## src/core/fcc_pkg.sv

```systemverilog
// frame checker counters: shared constants and types
package fcc_pkg;
    // widths and counts
    localparam int          NUM_ERR   = 8;
    localparam int          LIVE_W    = 16;
    localparam int          FRM_W     = 32;
    localparam int          REG_W     = 16;
    localparam int          BEAT_W    = 17;
    localparam int          FLD_BIT   = 0;
    // management register offsets
    localparam logic [15:0] ADR_TALLY   = 16'h0014;
    localparam logic [15:0] ADR_ENABLE  = 16'h9403;
    localparam logic [15:0] ADR_IRQ_EN  = 16'h9406;
    localparam logic [15:0] ADR_SRC_SEL = 16'h9407;
    localparam logic [15:0] ADR_MAX_LEN = 16'h9408;
    localparam logic [15:0] ADR_FRM_HI  = 16'h940a;
    localparam logic [15:0] ADR_FRM_LO  = 16'h940b;
    // snapshot offsets, in error vector order
    localparam logic [15:0] ERR_ADR [NUM_ERR] = '{16'h940c, 16'h940d, 16'h940e, 16'h940f,
                                                  16'h9410, 16'h9411, 16'h9412, 16'h9413};
    // error vector positions
    localparam int          E_LEN     = 0;
    localparam int          E_ALGN    = 1;
    localparam int          E_SYM     = 2;
    localparam int          E_OSZ     = 3;
    localparam int          E_USZ     = 4;
    localparam int          E_ODD     = 5;
    localparam int          E_ODDPRE  = 6;
    localparam int          E_DRIB    = 7;
    // reset values
    localparam logic [15:0] RST_MAX_LEN = 16'h05f2;
    localparam logic        RST_ENABLE  = 1'b1;
    localparam logic        RST_IRQ_EN  = 1'b1;
    localparam logic        RST_SRC_SEL = 1'b0;
    // frame constants
    localparam logic [15:0] MIN_LEN   = 16'h0040;
    localparam logic [3:0]  SFD_NIB   = 4'hd;
    localparam logic [7:0]  SFD_BYTE  = 8'hd5;

    typedef enum logic [1:0] {FCC_SPD_10, FCC_SPD_100, FCC_SPD_1000} fcc_speed_t;

    // one beat of a frame stream: nibble in data[3:0] at 10/100, byte at 1000
    typedef struct packed {
        logic       beat;
        logic       dv;
        logic       er;
        logic [7:0] data;
        logic       len_err;
        logic       algn_err;
        logic       dribble;
    } fcc_strm_t;

    // management register request
    typedef struct packed {
        logic        rd;
        logic        wr;
        logic [15:0] addr;
        logic [15:0] wdata;
    } fcc_req_t;

    typedef logic [NUM_ERR-1:0] fcc_err_t;
endpackage

```

## src/core/fcc_counter.sv

```systemverilog
// frame checker counters: live counter with latched snapshot
`timescale 1ns/10ps
module fcc_counter #(
    parameter int W = 16
) (
    // clock and reset
    input  wire logic         core_clk,
    input  wire logic         rst,
    // events
    input  wire logic         inc,
    input  wire logic         latch,
    // values
    output logic [W-1:0] live,
    output logic [W-1:0] snap
);
    import fcc_pkg::*;

    logic [W-1:0] live_ff;
    logic [W-1:0] nxt_live;
    logic [W-1:0] snap_ff;
    logic [W-1:0] nxt_snap;

    // live count wraps; snapshot takes the value before this cycle's increment
    always_comb begin
        nxt_live = inc ? live_ff + 1'b1 : live_ff;
        nxt_snap = latch ? live_ff : snap_ff;
    end

    always_ff @(posedge core_clk or posedge rst) begin
        if (rst) begin
            live_ff <= '0;
            snap_ff <= '0;
        end else begin
            live_ff <= nxt_live;
            snap_ff <= nxt_snap;
        end
    end

    assign live = live_ff;
    assign snap = snap_ff;
endmodule

```

## config.mk

```make
export PLATFORM = sky130hd
export DESIGN_NAME = fcc_counter
export DESIGN_NICKNAME = d
export VERILOG_FILES = /design/src/core/fcc_pkg.sv /design/src/core/fcc_counter.sv
export SDC_FILE = /design/constraint.sdc
export NUM_CORES = 1
export LEC_CHECK = 0
export BUFFER_PORTS_ARGS = -buffer_cell sky130_fd_sc_hd__buf_2
export CAP_MARGIN = 5
export CORE_AREA = 10 10 63 65
export CTS_CLUSTER_DIAMETER = 60
export DETAILED_ROUTE_END_ITERATION = 16
export DIE_AREA = 0 0 73 75
export MAX_ROUTING_LAYER = met4
export PLACE_DENSITY_LB_ADDON = 0.25
export SLEW_MARGIN = 20
export SYNTH_ARGS = -nofsm -noshare
export SYNTH_HDL_FRONTEND = slang
export SYNTH_SLANG_ARGS = --single-unit
```

## constraint.sdc

```tcl
create_clock -name core_clk -period 1.65 [get_ports core_clk]
set_input_delay 0.2475 -clock core_clk [delete_from_list [all_inputs] [get_ports core_clk]]
set_output_delay 0.2475 -clock core_clk [all_outputs]
set_load 0.01 [all_outputs]
```

==> metrics.md, run 1 <==
| Metric | Value |
|---|---|
| RSZ-0062 raised after global routing | false |
| Die Span Y | 75 um |
| Status | complete, no violations |
| DRT iter0 DRCs | 68 |
| Total power | 2.18 mW |
| Syn nets | 102 |
| Cells after Synth | 97 |
| Post-synth cell types | 16 |
| Pwr per Cell Area | 1350 mW/mm^2 |
| Starting Density | 0.488 |
| Pins Over Slew Limit | 0 |
| Top delay family on crit path | simple AND/OR/NAND/NOR gates |
| Synthesized cell area | 0.00132 sq mm |
| Multi-input gate area | 508 sq um |
| Critical path required time | 1910 ps |
| Final RePlAce weighted congestion | 0.731 |
| Final Instance Area | 0.00162 sq mm |
| Vias | 909 |
| Crit path buf inv count | 0 |
| Leakage | 0.875 nW |
| N_diodes | 0 |
| Finished Core Util | 0.597 |
| Die X | 73 um |
| Post-synthesis register bit count | 32 |
| Yosys warns | 0 |
| DRT Pass-1 Iters | 4 |
| Die ar. | 0.00548 sq mm |
| First-pass GRT wire length | 4570 um |
| Critical path class | reg2reg |
| Critical Path Fanout Max | 5 |
| Seq. cell area | 801 sq um |
| CTS root buf | clkbuf_4 |
| CTS tree | done |
| H-tree levels | 2 |
| FMAX | 658 MHz |
| Residual DRC | 0 |
| Routed Antenna Nets | 0 |
| Initial antenna violation count | 0 |
| Routed vias/inst | 5.32 |
| Tightest Hold Check Type | in2reg |
| Post-route clock period utilization | 0.921 |
| Vias in the first global route | 972 |
| Area after DPL | 0.00154 sq mm |
| Total global routing overflow | 0 |
| Register area share after synthesis | 0.605 |
| Slowest-stage cell, CP | dfrtp_1 |
| R2R cell count | 4 |
| Largest net degree at the start of global routing | 33 |
| Routed wire length | 2850 um |
| DP Cell Count | 162 |
| Num CTS Buffers | 5 |
| Crit. End Element | flip-flop |
| Data arrival time of the critical path | 1780 ps |
| DR WL/cell | 16.6 um |
| Share of layout cells above drive strength 1 | 0.464 |
| DPL Wire Length | 2100 um |
| Number of cells on the critical path | 4 |
| # setup viols final | 0 |
| Fin crit period | 1520 ps |
| Max cap viols | 0 |
| Worst VDD drop | 0.993 mV |
| Core area | 0.00271 sq mm |
| Worst setup SP type | flip-flop |
| Relative slew slack | 0.731 |
| Clock sink count | 32 |
| Layout area overhead | 22.2% |
| Max stage delay on crit path | 450 ps |
| Worst-path clk slew | 90 ps |
| Final hold vios | 0 |
| Setup bufs post-CTS | 0 |
| Cells along the critical path | ha_1, nand4_1, nor4_1, xor2_1 |
| Clock buffer depth | 2 |
| Avg Cell Area, Syn | 13.6 sq um |
| Non-filler cells, final | 171 |
| Global router's overall resource usage | 0.112 |
| Port bufs | 35 |
| Setup TNS | 0 ps |
| Clock latency on the worst-skew pair | 330 ps |
| Worst clock skew | 7.24 ps |
| Slew @ Worst Pin | 404 ps |
| Cell row count | 19 |
| Number of fill cells | 227 |
| Hold Path Stages | 2 |
| # IOs | 36 |
| Layout Nets | 144 |
## layer usage
layer / vias up / share of wire / track usage
met4: 0 / 0.019 / 0.0485
li1: 424 / - / -
met2: 26 / 0.49 / 0.177
met1: 451 / 0.42 / 0.113
met5: - / 0 / -
met3: 8 / 0.069 / 0.0604
## kinds of logic after synthesis
logic type    Yosys count  share of synthesized area
xor+xnor               15                     0.0992
flops                  32                      0.605
mux                    17                      0.145
buf+inv                 5                     0.0161
simple gates           27                      0.126
fa+ha+maj               1                    0.00945
## worst paths after layout
| kind | slack (ps) | end | startpoint |
|---|---|---|---|
| worst max-delay path | 130 | live[12]$_DFFE_PP0P_ | live[1]$_DFFE_PP0P_ |
| worst min-delay path | 230 | live[0]$_DFFE_PP0P_ | inc |
| worst max register to register | 130 | live[12]$_DFFE_PP0P_ | live[1]$_DFFE_PP0P_ |
| worst min register to register | 490 | live[15]$_DFFE_PP0P_ | live[15]$_DFFE_PP0P_ |
| max in group asynchronous | 810 | live[1]$_DFFE_PP0P_ | rst |
| min in group asynchronous | 540 | snap[4]$_DFFE_PP0P_ | rst |
## sequential cells by signal (all words and copies together), names as in the netlist
register / count
live: 16
snap: 16
## repair_timing
| action | in CTS | in global routing |
|---|---|---|
| setup endpoints to repair | 0 | 1 |
| gates resized for setup | 0 | 1 |
| endpoints found under the hold margin | 32 | 0 |
| hold buffers | 1 | 0 |
## cell usage in the layout, fill, tap and decap left out, drive strengths merged
cell and n:
inv 1, nor2 3, clkbuf 8, nor3 2
and3 1, xor2 11, ha 1, buf 38
xnor2 4, dfrtp 32, nor4 5, nand2 6
dlygate4sd3 1, mux2 17, nand4 10
## area by class of cell
| type | instances | area share |
|---|---|---|
| sequential | 32 | 0.495 |
| tap | 31 | 0.0240 |
| inverter | 1 | 0.00232 |
| clock buffer | 8 | 0.0363 |
| timing repair buffer | 39 | 0.128 |
| multi-input combinational | 60 | 0.314 |
## cell usage after synthesis
| cell type | instances | share of area |
|---|---|---|
| inv_1 | 1 | 0.0028 |
| nor4_1 | 5 | 0.024 |
| xor2_1 | 11 | 0.073 |
| nand4_2 | 1 | 0.0095 |
| nor2_1 | 3 | 0.0085 |
| nand4_4 | 1 | 0.016 |
| clkbuf_1 | 2 | 0.0057 |
| xnor2_1 | 4 | 0.026 |
| and3_2 | 1 | 0.0057 |
| ha_1 | 1 | 0.0095 |
| buf_2 | 2 | 0.0076 |
| nor3_1 | 2 | 0.0076 |
| mux2_2 | 17 | 0.14 |
| nand4_1 | 8 | 0.038 |
| nand2_1 | 6 | 0.017 |
| dfrtp_1 | 32 | 0.60 |
## per-stage QoR
stage | hold slack (ps) | worst slack [ps]
3_5_place_dp | 348 | 95.6
3_3_place_gp | 341 | 250
2_1_floorplan | 364 | 228
4_1_cts | 214 | 79.5
6_report | 230 | 131
5_1_grt | 216 | 35.9
## report_power, final
| part | internal [mW] | switching [mW] |
|---|---|---|
| combinational | 0.299 | 0.296 |
| clock | 0.210 | 0.255 |
| sequential | 0.946 | 0.174 |
| total | 1.45 | 0.725 |
No activity file was read; power rests on OpenSTA's default activity.
==> run 2: changes to the inputs <==
SETUP_SLACK_MARGIN = 0.4   (was unset)
TNS_END_PERCENT = 1   (was unset)
==> run 2 against run 1 <==
Effect of this change:
- die area unchanged
- utilization increased by 6.7 points
- highest routed layer unchanged
- non-clock buffer count increased by 9
- largest power group unchanged
- fmax increased by 18%
- first-iteration DRC count decreased by 54%
- worst setup slack improved by 230 ps
- sequential share of layout area decreased by 4.7 points
- final cell count increased by 5.3%
==> metrics.md, run 2 (synthesis results as in run 1) <==
| Metric | Value |
|---|---|
| Post-route clock period utilization | 0.783 |
| RSZ-0062 raised after global routing | true |
| Data arrival time of the critical path | 1040 ps |
| Layout area overhead | 36.0% |
| Setup TNS | 0 ps |
| HP Start | inc |
| Crit. End Element | primary output |
| Num CTS Buffers | 5 |
| Global router's overall resource usage | 0.107 |
| Critical path class | reg2out |
| DPL Wire Length | 1890 um |
| FMAX | 774 MHz |
| # IOs | 36 |
| Worst flop-to-flop path endpoint | live[8]$_DFFE_PP0P_ |
| Commonest non-fill, non-tap cells in the layout | buf_2, dfrtp_1, mux2_2 |
| Clock latency on the worst-skew pair | 330 ps |
| # setup viols final | 0 |
| Worst setup path start | live[0]$_DFFE_PP0P_ |
| Most common cell after layout, fill and taps aside | buf_2 |
| Clock sink count | 32 |
| Routed Antenna Nets | 0 |
| CTS tree | done |
| DRT Pass-1 Iters | 4 |
| Initial antenna violation count | 0 |
| Worst Hold Slack | 242 ps |
| Die ar. | 0.00548 sq mm |
| Cells along the critical path | buf_4, buf_6 |
| Core area | 0.00271 sq mm |
| Comb power frac | 0.308 |
| First-pass GRT wire length | 4450 um |
| Clock buffer depth | 2 |
| Internal cell power | 1.56 mW |
| DRT iter0 DRCs | 31 |
| Worst slack at placement | 234 ps |
| Final hold vios | 0 |
| H-tree levels | 2 |
| DR WL/cell | 16.4 um |
| Leakage | 0.989 nW |
| Worst clock skew | 12.9 ps |
| Crit path buf inv count | 2 |
| Total global routing overflow | 0 |
| R2R cell count | 6 |
| Max stage delay on crit path | 440 ps |
| Pins Over Slew Limit | 0 |
| Largest net degree at the start of global routing | 33 |
| Final Instance Area | 0.00180 sq mm |
| Switch Pwr | 0.776 mW |
| Vias | 962 |
| Relative slew slack | 0.744 |
| Final worst slack | 358 ps |
| Die X | 73 um |
| Worst VDD drop | 1.20 mV |
| Top delay family on crit path | flip-flops |
| CTS root buf | clkbuf_4 |
| Cell row count | 19 |
| R2r setup slk | 380 ps |
| Status | complete, no violations |
| Number of fill cells | 216 |
| Final RePlAce weighted congestion | 0.834 |
| Residual DRC | 0 |
| Critical path required time | 1400 ps |
| Share of layout cells above drive strength 1 | 0.584 |
| Routed wire length | 2940 um |
| Critical path destination | live[0] |
| Routed vias/inst | 5.34 |
| Flop pwr share | 0.493 |
| Number of cells on the critical path | 2 |
| Layout Nets | 153 |
| Area after DPL | 0.00154 sq mm |
| Clock power share | 0.199 |
| Worst setup SP type | flip-flop |
| Max cap viols | 0 |
| Slowest-stage cell, CP | dfrtp_2 |
| N_diodes | 0 |
| Vias in the first global route | 934 |
| Slew @ Worst Pin | 384 ps |
| Starting Density | 0.488 |
| Fin crit period | 1290 ps |
| Pwr per Cell Area | 1290 mW/mm^2 |
| Worst-path clk slew | 100 ps |
| Tightest Hold Check Type | in2reg |
| Worst R2R Start | live[1]$_DFFE_PP0P_ |
| Port bufs | 35 |
| Sw Share | 0.333 |
| Critical Path Fanout Max | 4 |
| Die Span Y | 75 um |
==> run 2: metal layers <==
metal	GRT usage	vias up	routed length [um]
li1	-	446	-
met1	0.130	481	1330
met2	0.152	30	1380
met3	0.0499	5	207
met4	0.0380	0	26
met5	-	-	0
==> run 2: what timing repair did <==
action	4_1_cts	5_1_grt
resized for setup	8	10
endpoints found under the hold margin	9	0
pin swaps	3	3
endpoints found under the setup margin	10	15
hold buffers	1	0
setup buffers	5	6
==> run 2: how the worst min path moves through the flow <==
stage	slack [ps]	cells past startpoint	endpoint
final	240	2	live[0]$_DFFE_PP0P_
after global routing	260	2	live[0]$_DFFE_PP0P_
after CTS	210	2	live[0]$_DFFE_PP0P_
after detailed placement	350	3	snap[0]$_DFFE_PP0P_
after global placement	350	3	snap[0]$_DFFE_PP0P_
after floorplan	360	1	live[10]$_DFFE_PP0P_
==> run 2: through the flow <==
| step | power, mW | instances | utilization |
|---|---|---|---|
| 2_1_floorplan | 1.46 | 97 | - |
| 3_3_place_gp | 1.69 | 160 | 0.569 |
| 3_5_place_dp | 1.70 | 160 | 0.569 |
| 4_1_cts | 2.25 | 174 | 0.619 |
| 5_1_grt | 2.48 | 180 | 0.664 |
| 6_report | 2.33 | 180 | 0.664 |
==> run 2: power by group through the flow <==
stage          combinational (mW)  clock [mW]  sequential, mW
2_1_floorplan               0.238           0            1.22
3_3_place_gp                0.539           0            1.15
3_5_place_dp                0.542           0            1.16
4_1_cts                     0.658       0.473            1.12
5_1_grt                     0.791       0.508            1.18
6_report                    0.719       0.463            1.15
==> run 2: area by class of cell <==
class / instances / area, sq um / area share
clock buffers: 8 / 58.8 / 0.0327
inverters: 1 / 3.75 / 0.00208
multi-input cells: 60 / 611 / 0.339
flip-flops and latches: 32 / 807 / 0.448
well taps: 31 / 38.8 / 0.0215
repair buffers: 48 / 282 / 0.156
==> run 2: worst reg2reg max path: stages, from the launching register on <==
cell and delay (ps):
dfrtp_2 410, ha_4 150, nand4_1 80, buf_4 180
buf_4 140, nor2_2 100, xor2_1 140
==> run 3: changes to the inputs <==
clock period = 1.2 ns   (was 1.65 ns; I/O delays follow)
==> run 3 against run 2 <==
Effect of this change:
- the flow now finishes with violations (negative setup slack)
- final cell count is 5.6% higher
- sequential power is 33% higher
- critical path depth is 2 higher
- combinational power is 95% higher
- largest power group unchanged
==> metrics.md, run 3 (synthesis results as in run 1) <==
| Metric | Value |
|---|---|
| Worst setup path start | live[1]$_DFFE_PP0P_ |
| Die ar. | 0.00548 sq mm |
| Leakage | 1.03 nW |
| Layout Nets | 163 |
| Worst setup SP type | flip-flop |
| Clock buffer depth | 2 |
| Num CTS Buffers | 5 |
| Pwr per Cell Area | 1900 mW/mm^2 |
| H-tree levels | 2 |
| Final RePlAce weighted congestion | 0.793 |
| Worst R2R Start | live[1]$_DFFE_PP0P_ |
| Starting Density | 0.488 |
| Total global routing overflow | 0 |
| Most common cell after layout, fill and taps aside | buf_6 |
| Pins Over Slew Limit | 0 |
| Largest net degree at the start of global routing | 19 |
| Failing checks | negative setup slack |
| DRT iter0 DRCs | 36 |
| FMAX | 804 MHz |
| Fin crit period | 1240 ps |
| Routed vias/inst | 5.22 |
| R2r setup slk | -40 ps |
| Relative slew slack | 0.707 |
| CTS root buf | clkbuf_4 |
| Max cap viols | 0 |
| Share of layout cells above drive strength 1 | 0.654 |
| Worst clock skew | 10.2 ps |
| Residual DRC | 0 |
| Layout area overhead | 53.2% |
| Final hold vios | 0 |
| Crit. End Element | flip-flop |
| Final Instance Area | 0.00203 sq mm |
| Commonest non-fill, non-tap cells in the layout | buf_6, dfrtp_1, buf_2 |
| Global router's overall resource usage | 0.130 |
| Finished Core Util | 0.748 |
| CTS tree | done |
| Clock sink count | 32 |
| Slew @ Worst Pin | 439 ps |
| Core area | 0.00271 sq mm |
| Number of fill cells | 187 |
| WL met3 | 201 um |
| Worst-path clk slew | 100 ps |
| RSZ-0062 raised after global routing | true |
| Vias | 991 |
| Worst VDD drop | 1.71 mV |
| DR top layer | met4 |
| Worst flop-to-flop path endpoint | live[14]$_DFFE_PP0P_ |
| Area after DPL | 0.00173 sq mm |
| Die X | 73 um |
| DRT met1 WL | 1360 um |
| Final worst slack | -44.0 ps |
| Clock latency on the worst-skew pair | 330 ps |
| Cell row count | 19 |
| Die Span Y | 75 um |
| Vias in the first global route | 1068 |
| Port bufs | 35 |
| Routed wire length | 3210 um |
| Critical Path Fanout Max | 4 |
| # setup viols final | 10 |
| # IOs | 36 |
| Tightest Hold Check Type | in2reg |
| Setup TNS | -209 ps |
| Data arrival time of the critical path | 1510 ps |
| Critical path destination | live[14]$_DFFE_PP0P_ |
| First-pass GRT wire length | 5280 um |
| R2R cell count | 4 |
| DR WL/cell | 16.9 um |
| Critical path class | reg2reg |
| Worst slack at placement | -42.4 ps |
| Worst Hold Slack | 253 ps |
| N_diodes | 0 |
| Critical path required time | 1460 ps |
| DPL Wire Length | 2320 um |
| Initial antenna violation count | 0 |
| Post-route clock period utilization | 1.04 |
| Met2 wire length | 1600 um |
| Routed Antenna Nets | 0 |
| Status | finished with violations |
| DRT Pass-1 Iters | 4 |
[run 3: worst min-delay path by stage]
stage / startpoint / end / slack [ps] / cells after the start
2_1_floorplan: rst / live[10]$_DFFE_PP0P_ / 300 / 1
6_report: inc / live[0]$_DFFE_PP0P_ / 250 / 3
4_1_cts: inc / live[0]$_DFFE_PP0P_ / 230 / 3
3_5_place_dp: rst / snap[15]$_DFFE_PP0P_ / 210 / 3
5_1_grt: inc / live[0]$_DFFE_PP0P_ / 250 / 3
3_3_place_gp: rst / snap[15]$_DFFE_PP0P_ / 210 / 3
[run 3: area by class of cell]
type,count,area (sq um),share of cell area
Sequential cell,32,812,0.400
Multi-Input combinational cell,60,591,0.291
Timing Repair Buffer,58,488,0.241
Clock buffer,7,65.1,0.0321
Tap cell,31,38.8,0.0191
Clock inverter,1,30.0,0.0148
Inverter,1,3.75,0.00185
[run 3: what timing repair did]
action                                  CTS  global route
cloned                                    0             0
hold endpoints to repair                 32             0
buffers inserted                          2             0
endpoints found under the setup margin   63            64
pin swaps                                11             4
gates resized for setup                  23            16
hold buffers                              1             0
[run 3: stage by stage]
stage | instances | power [mW]
6_report | 190 | 3.86
5_1_grt | 190 | 4.09
3_3_place_gp | 179 | 2.63
4_1_cts | 190 | 3.81
3_5_place_dp | 179 | 2.66
2_1_floorplan | 97 | 2.05
[run 3: layer usage]
metal  up-vias  track usage
met5         -            -
met3         6       0.0644
met2        30        0.194
met4         0       0.0443
met1       487        0.147
li1        468            -
[run 3: worst max-delay path, stage by stage, from the launching register on]
cell     delay [ps]
dfrtp_2         440
ha_4            150
nand4_1         190
nor4_2          230
xor2_1          170
[run 3: power breakdown]
| part | leakage [nW] | switching [mW] | internal [mW] | total [mW] |
|---|---|---|---|---|
| registers | 0.412 | 0.209 | 1.32 | 1.53 |
| clock network | 0.0515 | 0.368 | 0.553 | 0.921 |
| logic | 0.571 | 0.587 | 0.818 | 1.40 |
